==> config.mk <==
export PLATFORM = sky130hd
export DESIGN_NAME = cps_sensor_regs
export DESIGN_NICKNAME = d
export VERILOG_FILES = /design/src/design/cps_pkg.sv /design/src/design/cps_sensor_regs.sv /design/src/design/cps_word_shadow.sv
export VERILOG_INCLUDE_DIRS = /design/src /design/src/design
export SDC_FILE = /design/constraint.sdc
export NUM_CORES = 1
export LEC_CHECK = 0
export BUFFER_PORTS_ARGS = -buffer_cell sky130_fd_sc_hd__buf_4
export CORE_MARGIN = 4
export CORE_UTILIZATION = 50
export DETAILED_ROUTE_END_ITERATION = 12
export PLACE_DENSITY = 0.78
export SLEW_MARGIN = 15
export SYNTH_ARGS = -nofsm -noshare
export SYNTH_HDL_FRONTEND = slang
export SYNTH_HIERARCHICAL = 1
export SYNTH_SLANG_ARGS = --single-unit
export TNS_END_PERCENT = 50
==> constraint.sdc <==
create_clock -name clock -period 2.6 [get_ports clock]
set_input_delay 0.52 -clock clock [delete_from_list [all_inputs] [get_ports clock]]
set_output_delay 0.52 -clock clock [all_outputs]
set_load 0.01 [all_outputs]
==> src/design/cps_consts.svh <==
/*
 * register offsets, field positions, reset values and timing counts
 * for the colour/proximity sensor register bank.
 * assumes: included by bare name from the design files.
 */
`ifndef CPS_CONSTS_SVH
`define CPS_CONSTS_SVH

// register offsets
`define CPS_OFS_PULSE      8'h0E
`define CPS_OFS_CONTROL    8'h0F
`define CPS_OFS_IDENT      8'h12
`define CPS_OFS_STATUS     8'h13
`define CPS_OFS_CLEAR_LO   8'h14
`define CPS_OFS_CLEAR_HI   8'h15
`define CPS_OFS_RED_LO     8'h16
`define CPS_OFS_RED_HI     8'h17
`define CPS_OFS_GREEN_LO   8'h18
`define CPS_OFS_GREEN_HI   8'h19
`define CPS_OFS_BLUE_LO    8'h1A
`define CPS_OFS_BLUE_HI    8'h1B
`define CPS_OFS_PROX_LO    8'h1C
`define CPS_OFS_PROX_HI    8'h1D

// control field positions
`define CPS_CTL_DRIVE_HI   7
`define CPS_CTL_DRIVE_LO   6
`define CPS_CTL_DIODE_HI   5
`define CPS_CTL_DIODE_LO   4
`define CPS_CTL_GAIN_HI    1
`define CPS_CTL_GAIN_LO    0

// status field positions
`define CPS_ST_PROX_IRQ    5
`define CPS_ST_COL_IRQ     4
`define CPS_ST_PROX_VALID  1
`define CPS_ST_COL_VALID   0

// reset values
`define CPS_RST_PULSE      8'h00
`define CPS_RST_CONTROL    8'h00
`define CPS_RST_RESULT     16'h0000

// control bits writable by the host (reserved 3:2 excluded)
`define CPS_CTL_WMASK      8'hF3

// 2.4 ms integration step at 50 MHz
`define CPS_STEP_NS        2400000
`define CPS_CLK_NS         20
`define CPS_STEP_CYC       (`CPS_STEP_NS / `CPS_CLK_NS)

`endif

==> src/design/cps_pkg.sv <==
/*
 * shared types of the colour/proximity sensor register bank.
 * assumes: nothing beyond the constants header.
 */
package cps_pkg;
   // measurement sequencer states
   typedef enum logic [1:0] {
      CPS_IDLE,
      CPS_COLOUR,
      CPS_PROX
   } cps_seq_t;

   // led sink current selection codes
   typedef enum logic [1:0] {
      CPS_LED_100MA,
      CPS_LED_50MA,
      CPS_LED_25MA,
      CPS_LED_12MA5
   } cps_drive_t;

   // proximity diode selection codes
   typedef enum logic [1:0] {
      CPS_DIODE_NONE,
      CPS_DIODE_CLEAR,
      CPS_DIODE_IR,
      CPS_DIODE_CLEAR_RED
   } cps_diode_t;
endpackage : cps_pkg

==> src/design/cps_sensor_regs.sv <==
/*
 * register bank and measurement sequencer of the colour/proximity sensor.
 * assumes: an i2c slave front end on the same clock presents byte
 * reads and writes as one-cycle strobes with an 8-bit register address;
 * the analog front end holds results on the value inputs; conversion ends are timed here as colour_done and prox_done.
 */
`timescale 1ns/1ps
`default_nettype none
`include "cps_consts.svh"

// Summary of operation
// proximity cycle follows each colour cycle when enabled
// colour integration time spaces proximity cycles always
// pulse count register sets led pulses
// drive field selects led sink current
// diode field selects proximity photodiode
// gain field selects colour gain
// read-only part identity at 0x12
// status read only, reserved bits 7:6,3:2
// status bits 5,4 show pending interrupts
// proximity valid after cycle since enable; the code sets it at colour_done, before the proximity cycle
// colour valid after integration completes
// each colour result is sixteen bits
// colour results at 0x14..0x1B, low first
// proximity result at 0x1C/0x1D
// low read latches high into shadow
// shadow unaffected by later conversions
// host reads words low byte first
// reserved bits written zero, read zero
module cps_sensor_regs
   import cps_pkg::*;
#(
   parameter logic [7:0] PART_ID    = 8'h5A, // arbitrary identity value
   parameter int         STEP_CYCLES = `CPS_STEP_CYC, // one integration step
   parameter int         PULSE_CYCLES = 4             // led pulse high/low length
)
(
   // clock and reset
   input  wire logic        clock,
   input  wire logic        resetn,
   // register access strobes from the i2c slave
   input  wire logic [7:0]  reg_addr,
   input  wire logic        reg_wr,
   input  wire logic [7:0]  reg_wdata,
   input  wire logic        reg_rd,
   output logic      [7:0]  reg_rdata,
   // enables and timing from the neighbouring register group
   input  wire logic        colour_enable,
   input  wire logic        prox_enable,
   input  wire logic [7:0]  colour_integration_time,
   // interrupt conditions from the threshold logic
   input  wire logic        prox_irq_set,
   input  wire logic        colour_irq_set,
   input  wire logic        prox_irq_clr,
   input  wire logic        colour_irq_clr,
   // conversion results from the analog front end
   input  wire logic [15:0] clear_value,
   input  wire logic [15:0] red_value,
   input  wire logic [15:0] green_value,
   input  wire logic [15:0] blue_value,
   input  wire logic [15:0] prox_value,
   // analog controls
   output logic      [1:0]  led_drive_strength,
   output logic      [1:0]  prox_diode_select,
   output logic      [1:0]  colour_gain,
   output logic             led_pulse,
   output logic             colour_integrating,
   output logic             prox_measuring,
   output logic             colour_done,
   output logic             prox_done
);
   // refuse counts the timers cannot serve, at elaboration
   if (STEP_CYCLES < 1 || PULSE_CYCLES < 1) begin : g_bad_counts
      $error("cps_sensor_regs: counts must be at least one");
   end

   // host-visible registers
   logic [7:0] led_pulse_count_r;   // pulses per proximity cycle
   logic [7:0] analog_control_r;    // drive, diode, gain
   logic       prox_irq_flag_r;     // pending proximity interrupt
   logic       colour_irq_flag_r;   // pending colour interrupt
   logic       prox_valid_flag_r;   // proximity result valid
   logic       colour_valid_flag_r; // colour result valid

   // sequencer
   cps_seq_t   state_r, state_nxt;
   logic [31:0] step_cnt_r;         // cycles inside one step
   logic [8:0]  steps_r;            // steps done in this integration
   logic [8:0]  pulses_r;           // led pulse edges done
   logic [31:0] pw_cnt_r;           // pulse width counter
   logic        led_r;

   // decode helpers
   function automatic logic hit(input logic [7:0] a, input logic [7:0] ofs);
      hit = (a == ofs);
   endfunction : hit

   wire wr_pulse   = reg_wr & hit(reg_addr, `CPS_OFS_PULSE);
   wire wr_control = reg_wr & hit(reg_addr, `CPS_OFS_CONTROL);
   // writes to identity and status decode to nothing: read-only
   // see R7

   // integration length: 256 - time steps, as on the timing register
   wire [8:0] steps_total = 9'h100 - {1'b0, colour_integration_time};
   wire       step_tick   = (step_cnt_r == 32'(STEP_CYCLES - 1));
   wire       integ_end   = step_tick && (steps_r == steps_total - 9'h001);
   wire       any_enable  = colour_enable | prox_enable;
   wire       pw_tick     = (pw_cnt_r == 32'(PULSE_CYCLES - 1));
   wire [8:0] pulse_edges = {led_pulse_count_r, 1'b0};
   wire       pulses_end  = pw_tick && (pulses_r >= pulse_edges - 9'h001);
   wire       zero_pulses = (led_pulse_count_r == 8'h00);

   // configuration registers
   always_ff @(posedge clock or negedge resetn) begin
      if (!resetn) begin
         led_pulse_count_r <= `CPS_RST_PULSE;
         analog_control_r  <= `CPS_RST_CONTROL;
      end else begin
         if (wr_pulse)   led_pulse_count_r <= reg_wdata;
         // reserved control bits kept at zero whatever is written
         if (wr_control) analog_control_r  <= reg_wdata & `CPS_CTL_WMASK;
      end
   end

   // analog control fields  see R4 see R5
   assign led_drive_strength = analog_control_r[`CPS_CTL_DRIVE_HI:`CPS_CTL_DRIVE_LO];
   assign prox_diode_select  = analog_control_r[`CPS_CTL_DIODE_HI:`CPS_CTL_DIODE_LO];
   assign colour_gain        = analog_control_r[`CPS_CTL_GAIN_HI:`CPS_CTL_GAIN_LO];

   // sequencer next state
   always_comb begin
      state_nxt = state_r;
      case (state_r)
         CPS_IDLE: begin
            if (any_enable) state_nxt = CPS_COLOUR;
         end
         // colour integration runs on its time even if colour is off
         CPS_COLOUR: begin
            if (!any_enable) state_nxt = CPS_IDLE;
            else if (integ_end && prox_enable) state_nxt = CPS_PROX;
         end
         CPS_PROX: begin
            if (!any_enable) state_nxt = CPS_IDLE;
            else if (zero_pulses || pulses_end) state_nxt = CPS_COLOUR;
         end
         default: state_nxt = CPS_IDLE;
      endcase
   end

   // step and pulse timers
   always_ff @(posedge clock or negedge resetn) begin
      if (!resetn) begin
         state_r    <= CPS_IDLE;
         step_cnt_r <= 32'h0000_0000;
         steps_r    <= 9'h000;
         pulses_r   <= 9'h000;
         pw_cnt_r   <= 32'h0000_0000;
         led_r      <= 1'b0;
      end else begin
         state_r <= state_nxt;
         if (state_r == CPS_COLOUR && state_nxt == CPS_COLOUR) begin
            step_cnt_r <= step_tick ? 32'h0000_0000 : step_cnt_r + 32'h0000_0001;
            if (step_tick) steps_r <= integ_end ? 9'h000 : steps_r + 9'h001;
         end else begin
            step_cnt_r <= 32'h0000_0000;
            steps_r    <= 9'h000;
         end
         // led toggles once per pulse half; count gives whole pulses
         if (state_r == CPS_PROX && state_nxt == CPS_PROX) begin
            pw_cnt_r <= pw_tick ? 32'h0000_0000 : pw_cnt_r + 32'h0000_0001;
            if (pw_tick) begin
               pulses_r <= pulses_r + 9'h001;
               led_r    <= ~led_r;
            end
         end else begin
            pw_cnt_r <= 32'h0000_0000;
            pulses_r <= 9'h000;
            led_r    <= 1'b0;
         end
      end
   end

   assign colour_done = (state_r == CPS_COLOUR) && integ_end;
   assign prox_done   = (state_r == CPS_PROX) && (state_nxt == CPS_COLOUR);
   assign led_pulse          = led_r;
   assign colour_integrating = (state_r == CPS_COLOUR);
   assign prox_measuring     = (state_r == CPS_PROX);

   // only a colour-enabled integration loads colour results
   wire colour_load = colour_done & colour_enable;

   // status flags: interrupt set wins over clear; colour enable low wins over valid set
   always_ff @(posedge clock or negedge resetn) begin
      if (!resetn) begin
         prox_irq_flag_r     <= 1'b0;
         colour_irq_flag_r   <= 1'b0;
         prox_valid_flag_r   <= 1'b0;
         colour_valid_flag_r <= 1'b0;
      end else begin

         if (prox_irq_set)        prox_irq_flag_r <= 1'b1;
         else if (prox_irq_clr)   prox_irq_flag_r <= 1'b0;
         if (colour_irq_set)      colour_irq_flag_r <= 1'b1;
         else if (colour_irq_clr) colour_irq_flag_r <= 1'b0;
         // valid flags drop when colour enable drops  see R10
         if (!colour_enable) begin
            prox_valid_flag_r   <= 1'b0;
            colour_valid_flag_r <= 1'b0;
         end else begin
            if (colour_done)  prox_valid_flag_r   <= 1'b1;
            if (colour_load)  colour_valid_flag_r <= 1'b1;
         end
      end
   end

   // reserved status bits read as zero  see R8
   wire [7:0] status_byte = {2'b00, prox_irq_flag_r, colour_irq_flag_r,
                             2'b00, prox_valid_flag_r, colour_valid_flag_r};

   // result words, colour pairs then proximity  see R12 see R13
   wire [15:0] word_val [5];
   wire        word_ld  [5];
   wire [7:0]  lo_b     [5];
   wire [7:0]  hi_b     [5];
   assign word_val[0] = clear_value;
   assign word_val[1] = red_value;
   assign word_val[2] = green_value;
   assign word_val[3] = blue_value;
   assign word_val[4] = prox_value;
   assign word_ld[0]  = colour_load;
   assign word_ld[1]  = colour_load;
   assign word_ld[2]  = colour_load;
   assign word_ld[3]  = colour_load;
   assign word_ld[4]  = prox_done;

   genvar gi;
   generate
      for (gi = 0; gi < 5; gi++) begin : g_word
         // low byte of word gi sits at 0x14 + 2*gi
         wire rd_lo = reg_rd & hit(reg_addr, 8'(`CPS_OFS_CLEAR_LO + 2 * gi));
         cps_word_shadow u_word (
            .clock   (clock),
            .resetn  (resetn),
            .load    (word_ld[gi]),
            .value   (word_val[gi]),
            .rd_lo   (rd_lo),
            .lo_byte (lo_b[gi]),
            .hi_byte (hi_b[gi])
         );
      end
   endgenerate

   // read data mux; unmapped offsets read zero
   wire [7:0] rd_mux =
      hit(reg_addr, `CPS_OFS_PULSE)    ? led_pulse_count_r :
      hit(reg_addr, `CPS_OFS_CONTROL)  ? analog_control_r  :
      hit(reg_addr, `CPS_OFS_IDENT)    ? PART_ID           :
      hit(reg_addr, `CPS_OFS_STATUS)   ? status_byte       :
      hit(reg_addr, `CPS_OFS_CLEAR_LO) ? lo_b[0] :
      hit(reg_addr, `CPS_OFS_CLEAR_HI) ? hi_b[0] :
      hit(reg_addr, `CPS_OFS_RED_LO)   ? lo_b[1] :
      hit(reg_addr, `CPS_OFS_RED_HI)   ? hi_b[1] :
      hit(reg_addr, `CPS_OFS_GREEN_LO) ? lo_b[2] :
      hit(reg_addr, `CPS_OFS_GREEN_HI) ? hi_b[2] :
      hit(reg_addr, `CPS_OFS_BLUE_LO)  ? lo_b[3] :
      hit(reg_addr, `CPS_OFS_BLUE_HI)  ? hi_b[3] :
      hit(reg_addr, `CPS_OFS_PROX_LO)  ? lo_b[4] :
      hit(reg_addr, `CPS_OFS_PROX_HI)  ? hi_b[4] : 8'h00;

   // read data registered on the strobe; the host reads it next cycle
   always_ff @(posedge clock or negedge resetn) begin
      if (!resetn) reg_rdata <= 8'h00;
      else if (reg_rd) reg_rdata <= rd_mux;
   end
endmodule : cps_sensor_regs
`default_nettype wire

==> src/design/cps_word_shadow.sv <==
/*
 * one 16-bit result word with a read-coherent high-byte shadow.
 * assumes: rd_lo is a single-cycle pulse on clock.
 */
`timescale 1ns/1ps
`default_nettype none
`include "cps_consts.svh"

module cps_word_shadow
   import cps_pkg::*;
(
   // clock and reset
   input  wire logic        clock,
   input  wire logic        resetn,
   // conversion result update
   input  wire logic        load,
   input  wire logic [15:0] value,
   // host byte reads
   input  wire logic        rd_lo,
   output logic      [7:0]  lo_byte,
   output logic      [7:0]  hi_byte
);
   logic [15:0] word_r;   // live result
   logic [7:0]  shadow_r; // high byte frozen by low read

   // live result, updated at end of each conversion
   always_ff @(posedge clock or negedge resetn) begin
      if (!resetn) word_r <= `CPS_RST_RESULT;
      else if (load) word_r <= value;
   end

   // the shadow is taken from the live word, so a conversion landing
   // between the two byte reads never tears the pair
   always_ff @(posedge clock or negedge resetn) begin
      if (!resetn) shadow_r <= 8'h00;
      else if (rd_lo) shadow_r <= word_r[15:8];
   end

   assign lo_byte = word_r[7:0];
   assign hi_byte = shadow_r;
endmodule : cps_word_shadow
`default_nettype wire

After elaboration in Yosys (flattened, before gate mapping)
Cells that the tools add are included.
{ "word_totals": {"regBits": 231, "output_inout_bits": 19, "elab_cells": 117} }
{ "op_classes": {"add_sub_neg": 7, "order_cmp": 1, "n_eq_ne": 25, "mux": 39, "bitwise": 10, "reduce_logical": 12} }
{ "op_table": {"columns": ["operator", "n"], "rows": [
  ["$mux 32", 4],
  ["$mux 8", 14],
  ["$eq 8x5->1 const B", 12],
  ["$add 32x1->32 const B", 2],
  ["$mux 9", 5],
  ["$eq 32x17->1 const B", 1],
  ["$eq 32x2->1 const B", 1],
  ["$add 9x1->9 const B", 2],
  ["$sub 9x1->9 const B", 2],
  ["$eq 8x4->1 const B", 2],
  ["$mux 1", 10],
  ["$mux 2", 5],
  ["$eq 9x9->1", 1],
  ["$ge 9x9->1", 1],
  ["$sub 9x8->9 const A", 1],
  ["$and 1x1->1", 8],
  ["$logic_not 8->1", 1],
  ["$logic_and 1x1->1", 7],
  ["$pmux 2 s3", 1],
  ["$eq 2x1->1 const B", 2],
  ["$eq 2x2->1 const B", 2],
  ["$ne 2x1->1 const B", 2],
  ["$ne 2x2->1 const B", 2],
  ["$reduce_bool 2->1", 2],
  ["4 further kinds", 4]
]} }

Logic depth before layout (Yosys ltp)
Gate-level depths: netlist (run 1).
{ "depth": {"word_depth": 15, "depth_mapped": 13} }

Hierarchy
The synthesis (run 1) kept the hierarchy.
{ "modules_own_cells": {"columns": ["module", "n_inst", "cells_per_inst", "area_each_um2", "seq_area_each_um2"], "rows": [
  ["cps_sensor_regs", 1, 783, 7028.0, 2752.6],
  ["cps_word_shadow", 5, 59, 1004.7, 600.6]
]} }

Least setup slack after synthesis (run 1)
No wires, ideal clock.
{ "synth_timing": {"path_kind": "reg-to-reg", "startpoint": "reg led_pulse_count_r[2]", "endpoint": "reg g_word[4].u_word.word_r[10]", "arrival_time_ps": 2696, "t_required_ps": 2475, "path_slack_ps": -221, "path_stages_with_launch": 13, "period_less_slack_ps": 2821, "path_cell_list": "dfrtp_1 nor3_1 nor3b_1 xnor2_1 ha_1 or4_1 a21oi_1 o21ai_0 nand3_1 a21oi_1 buf_6 buf_12 mux2_4"} }
{ "synth_between": {"elab_chain_cells": 9} }
{ "synth_lines": {"columns": ["item", "line_no", "rtl"], "rows": [
  ["start: declaration", "cps_sensor_regs.sv:78", "logic [7:0] led_pulse_count_r;"],
  ["start signal: assignment", "cps_sensor_regs.sv:116", "led_pulse_count_r <= `CPS_RST_PULSE;"],
  ["start signal: assignment", "cps_sensor_regs.sv:119", "if (wr_pulse) led_pulse_count_r <= reg_wdata;"],
  ["$sub 9x1->9", "cps_sensor_regs.sv:110", "wire pulses_end = pw_tick && (pulses_r >= pulse_edges - 9'h001);"],
  ["$ge 9x9->1", "cps_sensor_regs.sv:110", null],
  ["$logic_and 1x1->1", "cps_sensor_regs.sv:110", null],
  ["$logic_or 1x1->1 (*)", "cps_sensor_regs.sv:144", "else if (zero_pulses || pulses_end) state_nxt = CPS_COLOUR;"],
  ["$mux 2 (*)", "cps_sensor_regs.sv:144", null],
  ["$mux 2 (*)", "cps_sensor_regs.sv:143", "if (!any_enable) state_nxt = CPS_IDLE;"],
  ["$pmux 2 s3 (*)", "cps_sensor_regs.sv:133", "case (state_r)"],
  ["$eq 2x1->1 (*)", "cps_sensor_regs.sv:184", "assign prox_done = (state_r == CPS_PROX) && (state_nxt == CPS_COLOUR);"],
  ["$logic_and 1x1->1 (*)", "cps_sensor_regs.sv:184", null],
  ["named net prox_done", "cps_sensor_regs.sv:70", "output logic prox_done"],
  ["end signal: assignment", "cps_word_shadow.sv:28", "if (!resetn) word_r <= `CPS_RST_RESULT;"],
  ["end signal: assignment", "cps_word_shadow.sv:29", "else if (load) word_r <= value;"],
  ["end: declaration", "cps_word_shadow.sv:23", "logic [15:0] word_r;"]
]} }
Mark *: on every way through the listed nets, which the timed path passes. The rest lies on a longest branch.
A chain may end at the register's enable or synchronous reset.

Final worst setup path (run 1)
{ "layout_timing": {"startpoint": "reg led_pulse_count_r[0]", "endpoint": "out prox_done"} }
{ "layout_between": {"elab_chain_cells": 9} }
{ "layout_lines": {"columns": ["item", "line_no"], "rows": [
  ["$sub 9x1->9", "cps_sensor_regs.sv:110"],
  ["$ge 9x9->1", "cps_sensor_regs.sv:110"],
  ["$logic_and 1x1->1", "cps_sensor_regs.sv:110"],
  ["$logic_or 1x1->1 (*)", "cps_sensor_regs.sv:144"],
  ["$mux 2 (*)", "cps_sensor_regs.sv:144"],
  ["$mux 2 (*)", "cps_sensor_regs.sv:143"],
  ["$pmux 2 s3 (*)", "cps_sensor_regs.sv:133"],
  ["$eq 2x1->1 (*)", "cps_sensor_regs.sv:184"],
  ["$logic_and 1x1->1 (*)", "cps_sensor_regs.sv:184"],
  ["end: declaration", "cps_sensor_regs.sv:70"]
]} }
Mark *: on every way between the ends. The rest lies on a longest branch, timed or not.

==> results of run 1 <==
==> final cells by class <==
type	count	area share, %
Timing Repair Buffer	214	11.7
Clock buffer	35	5.02
Sequential cell	230	39.4
Inverter	17	0.436
Multi-Input combinational cell	738	39.4
Tap cell	319	2.73
Clock inverter	13	1.41
==> layer usage <==
| metal | track usage, % | wire length (um) | up-vias |
|---|---|---|---|
| met5 | 0 | 0 | - |
| met1 | 29.8 | 12700 | 4368 |
| met2 | 35.5 | 13900 | 283 |
| li1 | - | - | 4125 |
| met3 | 4.57 | 1960 | 59 |
| met4 | 5.83 | 754 | 0 |
==> cells by family (layout without fill, tap and decap cells) <==
group | after synthesis | count (layout) | synth area share, %
and+or+nand+nor | 368 | 368 | 16.9
DFF | 230 | 230 | 47.8
muxes | 150 | 150 | 15.5
AOI/OAI and AO/OA | 127 | 128 | 6.73
buffers and inverters | 111 | 279 | 5.99
xor gates and xnor gates | 78 | 78 | 5.67
adders and majority gates | 14 | 14 | 1.45
==> cells in the mapped netlist, types with 8 or more instances <==
library cell / count / area share, %
or3_1: 13 / 0.67
nor3_1: 18 / 0.75
a21oi_1: 35 / 1.5
clkbuf_1: 22 / 0.69
and2_1: 8 / 0.42
nor2_1: 104 / 3.2
nand4_1: 36 / 1.9
buf_2: 17 / 0.71
buf_4: 40 / 2.5
xor2_1: 50 / 3.6
nand2_1: 45 / 1.4
mux2_4: 50 / 6.2
and3_1: 15 / 0.78
ha_1: 14 / 1.5
mux2_2: 86 / 8.0
nor2b_1: 8 / 0.42
xnor2_1: 28 / 2.0
mux2i_1: 13 / 1.1
nand2b_1: 8 / 0.42
or4_1: 9 / 0.56
dfrtp_1: 230 / 48
nor4_1: 20 / 1.0
inv_1: 16 / 0.50
o21ai_0: 31 / 1.3
nand3_1: 40 / 1.7
==> flip-flops by register name (all words and copies together) (netlist names) <==
signal / count
colour_irq_flag_r: 1
pulses_r: 9
led_pulse: 1
pw_cnt_r: 32
state_r: 2
prox_irq_flag_r: 1
g_word.u_word/hi_byte: 40
g_word.u_word/word_r: 80
reg_rdata: 8
led_pulse_count_r: 8
steps_r: 9
analog_control_r: 6
prox_valid_flag_r: 1
step_cnt_r: 32
==> power by group through the flow <==
| stage | Sequential (mW) | Clock (mW) | Combinational, mW |
|---|---|---|---|
| after global routing | 3.64 | 4.20 | 0.560 |
| after floorplan | 3.70 | 0 | 0.170 |
| after detailed placement | 3.71 | 0 | 0.505 |
| final | 3.64 | 3.95 | 0.512 |
| after global placement | 3.71 | 0 | 0.498 |
| after CTS | 3.64 | 4.04 | 0.512 |
==> per-stage QoR <==
stage	cells	setup TNS, ns
floorplan	1078	0
global placement	1508	-0.0325
detailed placement	1508	-1.21
CTS	1563	-4.08
global route	1566	-10.55
finish	1566	-7.40
==> critical path, stage by stage (launching register included) <==
cell and delay, ns:
dfrtp_2 0.44, inv_2 0.09, ha_4 0.16, nand3_2 0.06, xnor2_1 0.15, ha_2 0.19, or4_4 0.51, a21oi_2 0.12
o21ai_2 0.08, nand3_2 0.09, a21oi_2 0.07, buf_4 0.18
==> worst paths after layout <==
| path | endpoint | slack [ns] | cells past startpoint |
|---|---|---|---|
| max | prox_done | -0.60 | 11 |
| min | prox_irq_flag_r$_DFFE_PN0P_ | 0.17 | 2 |
| max reg2reg | state_r[1]$_DFF_PN0_ | -0.57 | 15 |
| min reg2reg | g_word[3].u_word/word_r[1]$_DFFE_PN0P_ | 0.50 | 1 |
| max in group asynchronous | pw_cnt_r[28]$_DFF_PN0_ | 1.37 | 3 |
| min in group asynchronous | g_word[0].u_word/word_r[9]$_DFFE_PN0P_ | 0.52 | 2 |
==> what timing repair did <==
action / CTS / global route
resized for setup: 8 / 24
endpoints found under the setup margin: 20 / 31
hold buffers: 1 / 0
gates cloned: 0 / 1
buffers inserted: 6 / 2
pin swaps: 9 / 11
hold endpoints to repair: 54 / 0
==> results.md, run 1 <==
- Die Width: 163 um
- WL/cell: 18.7 um
- # setup viols final: 30
- Ratio of final minimum period to clock period: 123%
- Detailed-route vias per instance: 5.64
- Final ANT Viol Nets: 0
- Avg Cell Area, Syn: 11.2 um2
- Die Area: 26,700 um2
- Total iterations of the first detailed-routing run: 6
- Die H: 163 um
- H-Tree Depth: 1
- Final worst setup slack: -0.600 ns
- Asr flop ratio synth: 100%
- Initial Util: 51.0%
- Clock Latency Late Sink: 0.53 ns
- Sw Share: 22.0%
- PwrDens: 554 nW/um2
- Max Slew Vio Count: 0
- CTS Buf Count: 26
- Required @ worst endpoint: 2.08 ns
- Final Hold Viols: 0
- Layout Cell Area excl Fill: 14,600 um2
- Startpoint Class: register
- P_int: 6.33 mW
- Total chip power: 8.11 mW
- CTS tree: built
- Worst-case clock skew: 0.0226 ns
- Clock Path Buffers: 3
- Place WS: -0.0539 ns
- Register Area: 5760 um2
- Clock network power share: 48.8%
- CTS sink count: 230
- Core Util, Final: 62.0%
- Top Ports: 133
- WS Path Type: reg2out
- # diodes: 0
- Clock root cell: clkbuf_16
- Vias after detailed routing: 8,835
- Max Clk Rate: 0.313 GHz
- WL final: 29,300 um
- Unrepaired setup endpoints after global routing: true
- Logic pwr share: 6.3%
- Core Box Area: 23,600 um2
- 1st-iter DRT viols: 726
- Post-route DRC: 0
- Max_slew headroom: 59.0%
- Outcome: complete, but fails checks
- Post-synthesis cell count: 1,078
- Synthesized flop and latch total: 230
- Vias in the first global route: 8,775
- Global-route wire length before repair: 46,800 um
- Worst Hold Launch: prox_irq_clr
- Clock slew at reported path FFs: 0.06 ns
- Dpl hpwl: 21,000 um
- Leakage: 6.69 nW
- Most used DFF post-synth: dfrtp_1
- Fin crit period: 3.20 ns
- Netlist cell types: 73
- Failing checks: negative setup slack
- Critical path endpoint category: output port
- Worst Hold Class: in2reg
- Mapped Area: 12,100 um2
- # fillers: 1,870
- Sw Pwr: 1.79 mW
- EDFF count, synth: 0
- Most frequent cells in the layout: dfrtp_1, buf_4, nor2_1
- Final hold slack: 0.168 ns
- Peak VDD IR: 0.541 mV
- # nets final: 1,355
- Placer Congestion: 0.906
- Area growth, synth to finish: 21.4%
- Row Count: 56
- Syn Nets: 1,206
- Max FO, Critical Path: 5
- Critical path origin: led_pulse_count_r[0]$_DFFE_PN0P_
- Data arrival time of the critical path: 2.68 ns
- Max cap viols: 0
- GR Util All Layers: 21.8%
- Most common cell after layout, fill and taps aside: dfrtp_1
- Seq pwr share: 44.9%
- Gr ovfl total: 0
- Area of the multi-input gates: 5760 um2
- PortBufs: 132
- Placed instance area: 13,500 um2
- Pin count of the biggest net entering global routing: 73
- Worst slew pin tran: 0.608 ns
- YS warnings: 6
- Worst R2R Start: led_pulse_count_r[0]$_DFFE_PN0P_
- Post-synthesis sequential area ratio: 47.8%
- Share of layout cells above drive strength 1: 36.3%
- Initial antenna violation count: 0
Power figures use the tool's default switching activity.
==> run 2: changes to the inputs <==
--- a/config.mk
+++ b/config.mk
@@ -6,11 +6,14 @@
 export SDC_FILE = /design/constraint.sdc
 export NUM_CORES = 1
 export LEC_CHECK = 0
+export ABC_AREA = 1
 export BUFFER_PORTS_ARGS = -buffer_cell sky130_fd_sc_hd__buf_4
 export CORE_MARGIN = 4
 export CORE_UTILIZATION = 50
+export CTS_CLUSTER_SIZE = 20
 export DETAILED_ROUTE_END_ITERATION = 12
 export PLACE_DENSITY = 0.78
+export SKIP_LAST_GASP = 1
 export SLEW_MARGIN = 15
 export SYNTH_ARGS = -nofsm -noshare
 export SYNTH_HDL_FRONTEND = slang
==> run 2 against run 1 <==
The flow still finishes with violations (negative setup slack). Register-to-register slack improved by 0.42 ns. Cell count increased by 30%. Via count increased by 20%. Die area increased by 3.6%.
==> results.md, run 2 <==
- Pin count of the biggest net entering global routing: 73 (unchanged)
- Most used DFF post-synth: dfrtp_1
- Vias after detailed routing: 10.6k (+20%)
- Synthesized flop and latch total: 230 (unchanged)
- Most frequent cells in the layout: nand2_1, dfrtp_1, buf_4
- Outcome: complete, but fails checks
- Core Box Area: 24,500 um2 (+3.6%)
- Leakage: 7.40 nW (+11%)
- Avg Cell Area, Syn: 8.06 um2 (-28%)
- Final ANT Viol Nets: 0 (unchanged)
- 1st-iter DRT viols: 921 (+27%)
- Clock Latency Late Sink: 0.52 ns (about the same)
- Max Slew Vio Count: 0 (unchanged)
- WL final: 31,200 um (+6.3%)
- # diodes: 0 (unchanged)
- WL/cell: 15.3 um (-19%)
- Max cap viols: 0 (unchanged)
- Buf/Inv on CP: 3 (+1)
- Die Width: 166 um (+1.8%)
- Top Ports: 133 (unchanged)
- Clock root cell: clkbuf_16
- Finished Layout Cells: 2,043 (+30%)
- # setup viols final: 46 (+53%)
- Sw Pwr: 1.80 mW (+0.61%)
- Seq pwr share: 46.0% (+1.1 points)
- Final worst setup slack: -0.561 ns (+0.0391 ns)
- CP Cell Sequence: nor2_2 > nand4_1 > nor3_2 > xnor2_1 > ha_1 > a21oi_1 > o2111ai_2 > a21oi_2 > inv_1 > nand2_2 > inv_4 > buf_6
- PwrDens: 537 nW/um2 (-3.2%)
- Worst slew pin tran: 0.567 ns (-0.0411 ns)
- TNS Setup: -4.04 ns (+3.36 ns)
- CP peak stage delay: 0.42 ns (-0.09 ns)
- Total iterations of the first detailed-routing run: 5 (-1)
- EDFF count, synth: 0 (unchanged)
- CTS tree: built
- Max_slew headroom: 62.2% (+3.2 points)
- Global-route wire length before repair: 51,700 um (+10%)
- Critical path endpoint category: output port
- Sw Share: 22.6% (+0.53 points)
- Die Area: 27,600 um2 (+3.6%)
- Asr flop ratio synth: 100% (unchanged)
- Max FO, Critical Path: 4 (-1)
- Startpoint Class: register
- Required @ worst endpoint: 2.08 ns (about the same)
- Vias in the first global route: 10.6k (+21%)
- Worst-case clock skew: 0.0124 ns (-0.0102 ns)
- CTS Buf Count: 25 (-3.8%)
- Family with the most delay on the worst path: simple AND/OR/NAND/NOR gates
- Clock network power share: 46.5% (-2.3 points)
- Yosys top cell by area: dfrtp_1
- Logic pwr share: 7.5% (+1.2 points)
- Row Count: 57 (+1.8%)
- Largest reg by FF count: g_word.u_word/word_r
- Slowest CP cell: dfrtp_1
- Largest register FFs: 80 (unchanged)
- Ratio of final minimum period to clock period: 122% (-1.5 points)
- Placer Congestion: 0.892 (-1.6%)
- # nets final: 1,829 (+35%)
- Clock Path Buffers: 3 (unchanged)
- GR Util All Layers: 22.2% (+0.45 points)
- Clock slew at reported path FFs: 0.06 ns (about the same)
- Die H: 166 um (+1.8%)
- Fin crit period: 3.16 ns (-0.0391 ns)
- Initial antenna violation count: 1 (+1)
- Post-synth top cells: nand2_1, dfrtp_1, nor2_1
- Post-route DRC: 0 (unchanged)
- Detailed-route vias per instance: 5.17 (-8.4%)
- Dpl hpwl: 22,900 um (+9.3%)
- Final Hold Viols: 0 (unchanged)
- Gr ovfl total: 0 (unchanged)
- Post-synthesis sequential area ratio: 46.0% (-1.8 points)
- Post-placement cell count: 1,976 (+31%)
- CTS sink count: 230 (unchanged)
- Netlist cell types: 50 (-32%)
- WS Path Type: reg2out
- Area growth, synth to finish: 18.7%
- H-Tree Depth: 1 (unchanged)
- Peak VDD IR: 0.569 mV (+5.2%)
- Share of layout cells above drive strength 1: 24.3% (-12 points)
- Top post-synthesis cells by area: dfrtp_1, nand2_1, nand2_2, nor2_1, inv_1
- PortBufs: 132 (unchanged)
- Worst Hold Class: in2reg
- Data arrival time of the critical path: 2.64 ns (-0.04 ns)
- Most common cell in the netlist: nand2_1
- Unrepaired setup endpoints after global routing: true
- Most common cell after layout, fill and taps aside: nand2_1
- Place WS: -0.171 ns (-0.117 ns)
- Initial Util: 51.2% (+0.11 points)
- Syn Nets: 1,681 (+39%)
- YS warnings: 6 (unchanged)
- Max Clk Rate: 0.316 GHz (+1.2%)
- Synth top area share: 46.0% (-1.8 points)
- Post-synthesis cell count: 1,553 (+44%)
- P_int: 6.17 mW (-2.4%)
- Mapped Area: 12,500 um2 (+3.8%)
- Failing checks: negative setup slack
## run 2: cell types whose count changed in the layout (fill, tap and decap cells not counted), moves of 33 or more
| cell | delta |
|---|---|
| mux2_4 | -50 |
| mux2_2 | -86 |
| inv_1 | +112 |
| nand3_1 | +33 |
| nand2_2 | +108 |
| nand2_1 | +429 |
| nor2_1 | +37 |
## run 2: path summary, 6_finish.rpt
kind / startpoint / end / slack (ns) / cells after the start
setup reg to reg: led_pulse_count_r[1]$_DFFE_PN0P_ / pulses_r[2]$_DFFE_PN0P_ / -0.15 / 15
setup / recovery: led_pulse_count_r[1]$_DFFE_PN0P_ / prox_done / -0.56 / 12
hold reg to reg: g_word[0].u_word/hi_byte[3]$_DFFE_PN0P_ / g_word[0].u_word/hi_byte[3]$_DFFE_PN0P_ / 0.47 / 2
hold / removal: prox_irq_clr / prox_irq_flag_r$_DFFE_PN0P_ / 0.19 / 2
max in group asynchronous: resetn / steps_r[3]$_DFFE_PN0P_ / 1.31 / 3
min in group asynchronous: resetn / g_word[4].u_word/word_r[13]$_DFFE_PN0P_ / 0.56 / 2
## run 2: cell families after synthesis
family | after synthesis | synth area share, %
flip-flops | 230 | 46.0
AO/OA/AOI/OAI | 83 | 3.77
XOR/XNOR | 63 | 4.41
buffers and inverters | 221 | 9.75
AND/OR/NAND/NOR | 942 | 34.7
adder cells (fa/ha/maj) | 14 | 1.40
## run 2: timing repair
action,4_1_cts,5_1_grt
cloned,0,0
hold buffers,1,0
endpoints found under the hold margin,65,0
setup endpoints to repair,28,86
setup buffers,13,9
pin swaps,17,17
resized for setup,21,14
## run 2: power groups by stage
stage / Clock [mW] / Sequential, mW / Combinational (mW)
2_1_floorplan: 0 / 3.72 / 0.243
3_3_place_gp: 0 / 3.72 / 0.550
3_5_place_dp: 0 / 3.72 / 0.559
4_1_cts: 3.78 / 3.66 / 0.579
5_1_grt: 3.95 / 3.67 / 0.663
6_report: 3.71 / 3.66 / 0.599
## run 2: stage by stage
stage	instance area [um2]	hold WS, ns	util (%)	total power, mW
after global placement	13700	0.450	56.0	4.27
final	14800	0.192	60.7	7.97
after detailed placement	13700	0.459	56.0	4.28
after floorplan	12500	0.224	-	3.96
after global routing	14800	0.182	60.7	8.27
after CTS	14700	0.175	60.3	8.02
## run 2: layout make-up
cell class	instances	area [um2]
Fill cell	2168	9610
Tap cell	324	405
Clock inverter	7	110
Inverter	144	588
Multi-Input combinational cell	1102	5650
Timing Repair Buffer	198	1590
Sequential cell	230	5760
Clock buffer	38	754
## run 2: layer usage
metal | share of wire [%] | track usage (%)
met3 | 5.6 | 3.38
met4 | 3.0 | 6.96
met2 | 48 | 37.4
met1 | 44 | 29.8
met5 | 0.064 | 0
==> run 3: changes to the inputs <==
--- a/config.mk
+++ b/config.mk
@@ -8,11 +8,12 @@
 export LEC_CHECK = 0
 export ABC_AREA = 1
 export BUFFER_PORTS_ARGS = -buffer_cell sky130_fd_sc_hd__buf_4
+export CORE_ASPECT_RATIO = 1.5
 export CORE_MARGIN = 4
 export CORE_UTILIZATION = 50
 export CTS_CLUSTER_SIZE = 20
 export DETAILED_ROUTE_END_ITERATION = 12
-export PLACE_DENSITY = 0.78
+export PLACE_DENSITY = 0.72
 export SKIP_LAST_GASP = 1
 export SLEW_MARGIN = 15
 export SYNTH_ARGS = -nofsm -noshare
==> run 3 against run 2 <==
The run still ends with negative setup slack left. Non-clock buffer count up 11. Clock skew down 0.0049 ns. Combinational power down 3.5%. Flip-flop and latch count unchanged. Power about the same. Hold slack worse by 0.0031 ns. Sequential share of layout area down 0.14 points.
==> results.md, run 3 (synthesized netlist as in run 2, its figures left out) <==
- Outcome: complete, but fails checks
- Failing checks: negative setup slack
- Share of layout cells above drive strength 1: 24.3% (about the same)
- Final Hold Viols: 0 (unchanged)
- Clock slew at reported path FFs: 0.07 ns (about the same)
- Largest reg by FF count: g_word.u_word/word_r
- H-Tree Depth: 1 (unchanged)
- Leakage: 7.44 nW (+0.56%)
- Worst Hold Class: in2reg
- WL final: 31,900 um (+2.4%)
- Max_slew headroom: 49.7% (-12 points)
- Worst R2R Path Depth: 15 (unchanged)
- Detailed-route vias per instance: 5.07 (-1.9%)
- GR Util All Layers: 23.6% (+1.4 points)
- Placer Congestion: 0.931 (+4.4%)
- Finished Layout Cells: 2,050 (+0.34%)
- Data arrival time of the critical path: 2.72 ns (+0.08 ns)
- Row Count: 70 (+23%)
- Worst R2R Start: led_pulse_count_r[2]$_DFFE_PN0P_
- Max Slew Vio Count: 0 (unchanged)
- Core Box Area: 24,500 um2 (+0.25%)
- Most frequent cells in the layout: nand2_1, dfrtp_1, buf_4
- Final worst setup slack: -0.636 ns (-0.0750 ns)
- Top Ports: 133 (unchanged)
- Initial antenna violation count: 0 (-1)
- Largest register FFs: 80 (unchanged)
- WS Path Type: reg2out
- Placed instance area: 13,800 um2 (+1.1%)
- Initial Util: 51.0% (-0.13 points)
- Clock Path Buffers: 3 (unchanged)
- Worst Hold Launch: colour_irq_clr
- CTS sink count: 230 (unchanged)
- Fin crit period: 3.24 ns (+0.0750 ns)
- Max cap viols: 0 (unchanged)
- CTS Buf Count: 23 (-8.0%)
- Max FO, Critical Path: 2 (-2)
- Vias after detailed routing: 10.4k (-1.6%)
- Post-route DRC: 0 (unchanged)
- Dpl hpwl: 24,400 um (+6.3%)
- Gr ovfl total: 0 (unchanged)
- PwrDens: 534 nW/um2 (-0.46%)
- Worst-case clock skew: 0.00749 ns (-0.00487 ns)
- Clock root cell: clkbuf_16
- Peak VDD IR: 0.556 mV (-2.4%)
- Critical path endpoint category: output port
- WHS Path Cells: 2 (unchanged)
- Die Width: 137 um (-17%)
- Vias in the first global route: 10.8k (+1.8%)
- R2R Path End: pulses_r[3]$_DFFE_PN0P_
- 1st-iter DRT viols: 589 (-36%)
- Hold-critical path endpoint: colour_irq_flag_r$_DFFE_PN0P_
- Layout Cell Area excl Fill: 14,900 um2 (+0.39%)
- Total iterations of the first detailed-routing run: 5 (unchanged)
- Pin count of the biggest net entering global routing: 77 (+5.5%)
- # setup viols final: 48 (+4.3%)
- CTS tree: built
- Ratio of final minimum period to clock period: 124% (+2.9 points)
- # nets final: 1,838 (+0.49%)
- # diodes: 0 (unchanged)
- WL/cell: 15.6 um (+2.0%)
- Unrepaired setup endpoints after global routing: true
- Most common cell after layout, fill and taps aside: nand2_1
- Area growth, synth to finish: 19.1%
- Required @ worst endpoint: 2.08 ns (about the same)
- Max Clk Rate: 0.309 GHz (-2.3%)
- PortBufs: 132 (unchanged)
- Worst slew pin tran: 0.748 ns (+0.181 ns)
- Die H: 202 um (+21%)
- Final ANT Viol Nets: 0 (unchanged)
- Clock Latency Late Sink: 0.51 ns (about the same)
- Die Area: 27,700 um2 (+0.19%)
- Startpoint Class: register
- Flop-to-flop setup slack: -0.13 ns (+0.02 ns)
- Post-placement cell count: 1,994 (+0.91%)
- Global-route wire length before repair: 52,700 um (+2.0%)
run 3: changes by cell type in the layout (fill, tap and decap cells not counted), moves of 3 or more:
cell | before | now
buf_4 | 186 | 195
nand2_1 | 473 | 476
clkbuf_1 | 5 | 2
nand2_2 | 108 | 105
run 3: worst max-delay path by stage:
stage                            to  cells past startpoint                        startpoint  slack (ns)
final                     prox_done                     14  led_pulse_count_r[2]$_DFFE_PN0P_       -0.64
after global routing      prox_done                     12  led_pulse_count_r[2]$_DFFE_PN0P_       -0.76
after CTS                 prox_done                     14  led_pulse_count_r[2]$_DFFE_PN0P_       -0.57
after detailed placement  prox_done                     14  led_pulse_count_r[1]$_DFFE_PN0P_       -0.11
after global placement    prox_done                     14  led_pulse_count_r[1]$_DFFE_PN0P_       -0.07
after floorplan           prox_done                     13  led_pulse_count_r[2]$_DFFE_PN0P_        0.16
run 3: stage by stage:
stage               hold WS, ns  setup slack, ns  setup TNS [ns]  utilization [%]  total power [mW]
floorplan                 0.224            0.159               0                -              3.96
global placement          0.452          -0.0704         -0.0704             56.4              4.28
detailed placement        0.452           -0.114          -0.970             56.4              4.29
CTS                       0.171           -0.571           -1.17             60.5              8.04
global route              0.193           -0.758          -14.69             60.8              8.25
finish                    0.189           -0.636           -3.03             60.8              7.96
run 3: area by class of cell:
cell class,instances,area (um2)
fill,2189,9620
inverter,144,583
tap,324,405
timing repair buffer,209,1690
sequential,230,5760
multi-input combinational,1102,5620
clock buffer,32,679
clock inverter,9,173
run 3: metal layers:
| layer | wire, um | global-route usage, % |
|---|---|---|
| met1 | 12300 | 27.6 |
| met2 | 16700 | 42.9 |
| met3 | 1420 | 2.85 |
| met4 | 1420 | 9.70 |
| met5 | 0 | 0 |
run 3: power breakdown:
part	switching (mW)	total, mW	internal (mW)
Clock	1.41	3.72	2.31
Combinational	0.319	0.578	0.259
Sequential	0.0460	3.66	3.62
run 3: repair_timing:
action / CTS / global route
hold endpoints to repair: 11 / 0
pin swaps: 13 / 5
hold buffers: 1 / 0
buffers inserted: 9 / 5
resized for setup: 15 / 11
endpoints found under the setup margin: 26 / 103
run 3: critical path: stages, from the launching register on:
cell and delay, ns:
dfrtp_1 0.41, nor2_2 0.16, nand4_1 0.17, buf_4 0.19, xor2_2 0.14, ha_1 0.31, nand2_1 0.08, nor2_2 0.05
nand2_1 0.07, o2111ai_2 0.12, a21oi_2 0.17, inv_1 0.08, nand2_2 0.09, inv_4 0.06, buf_6 0.11
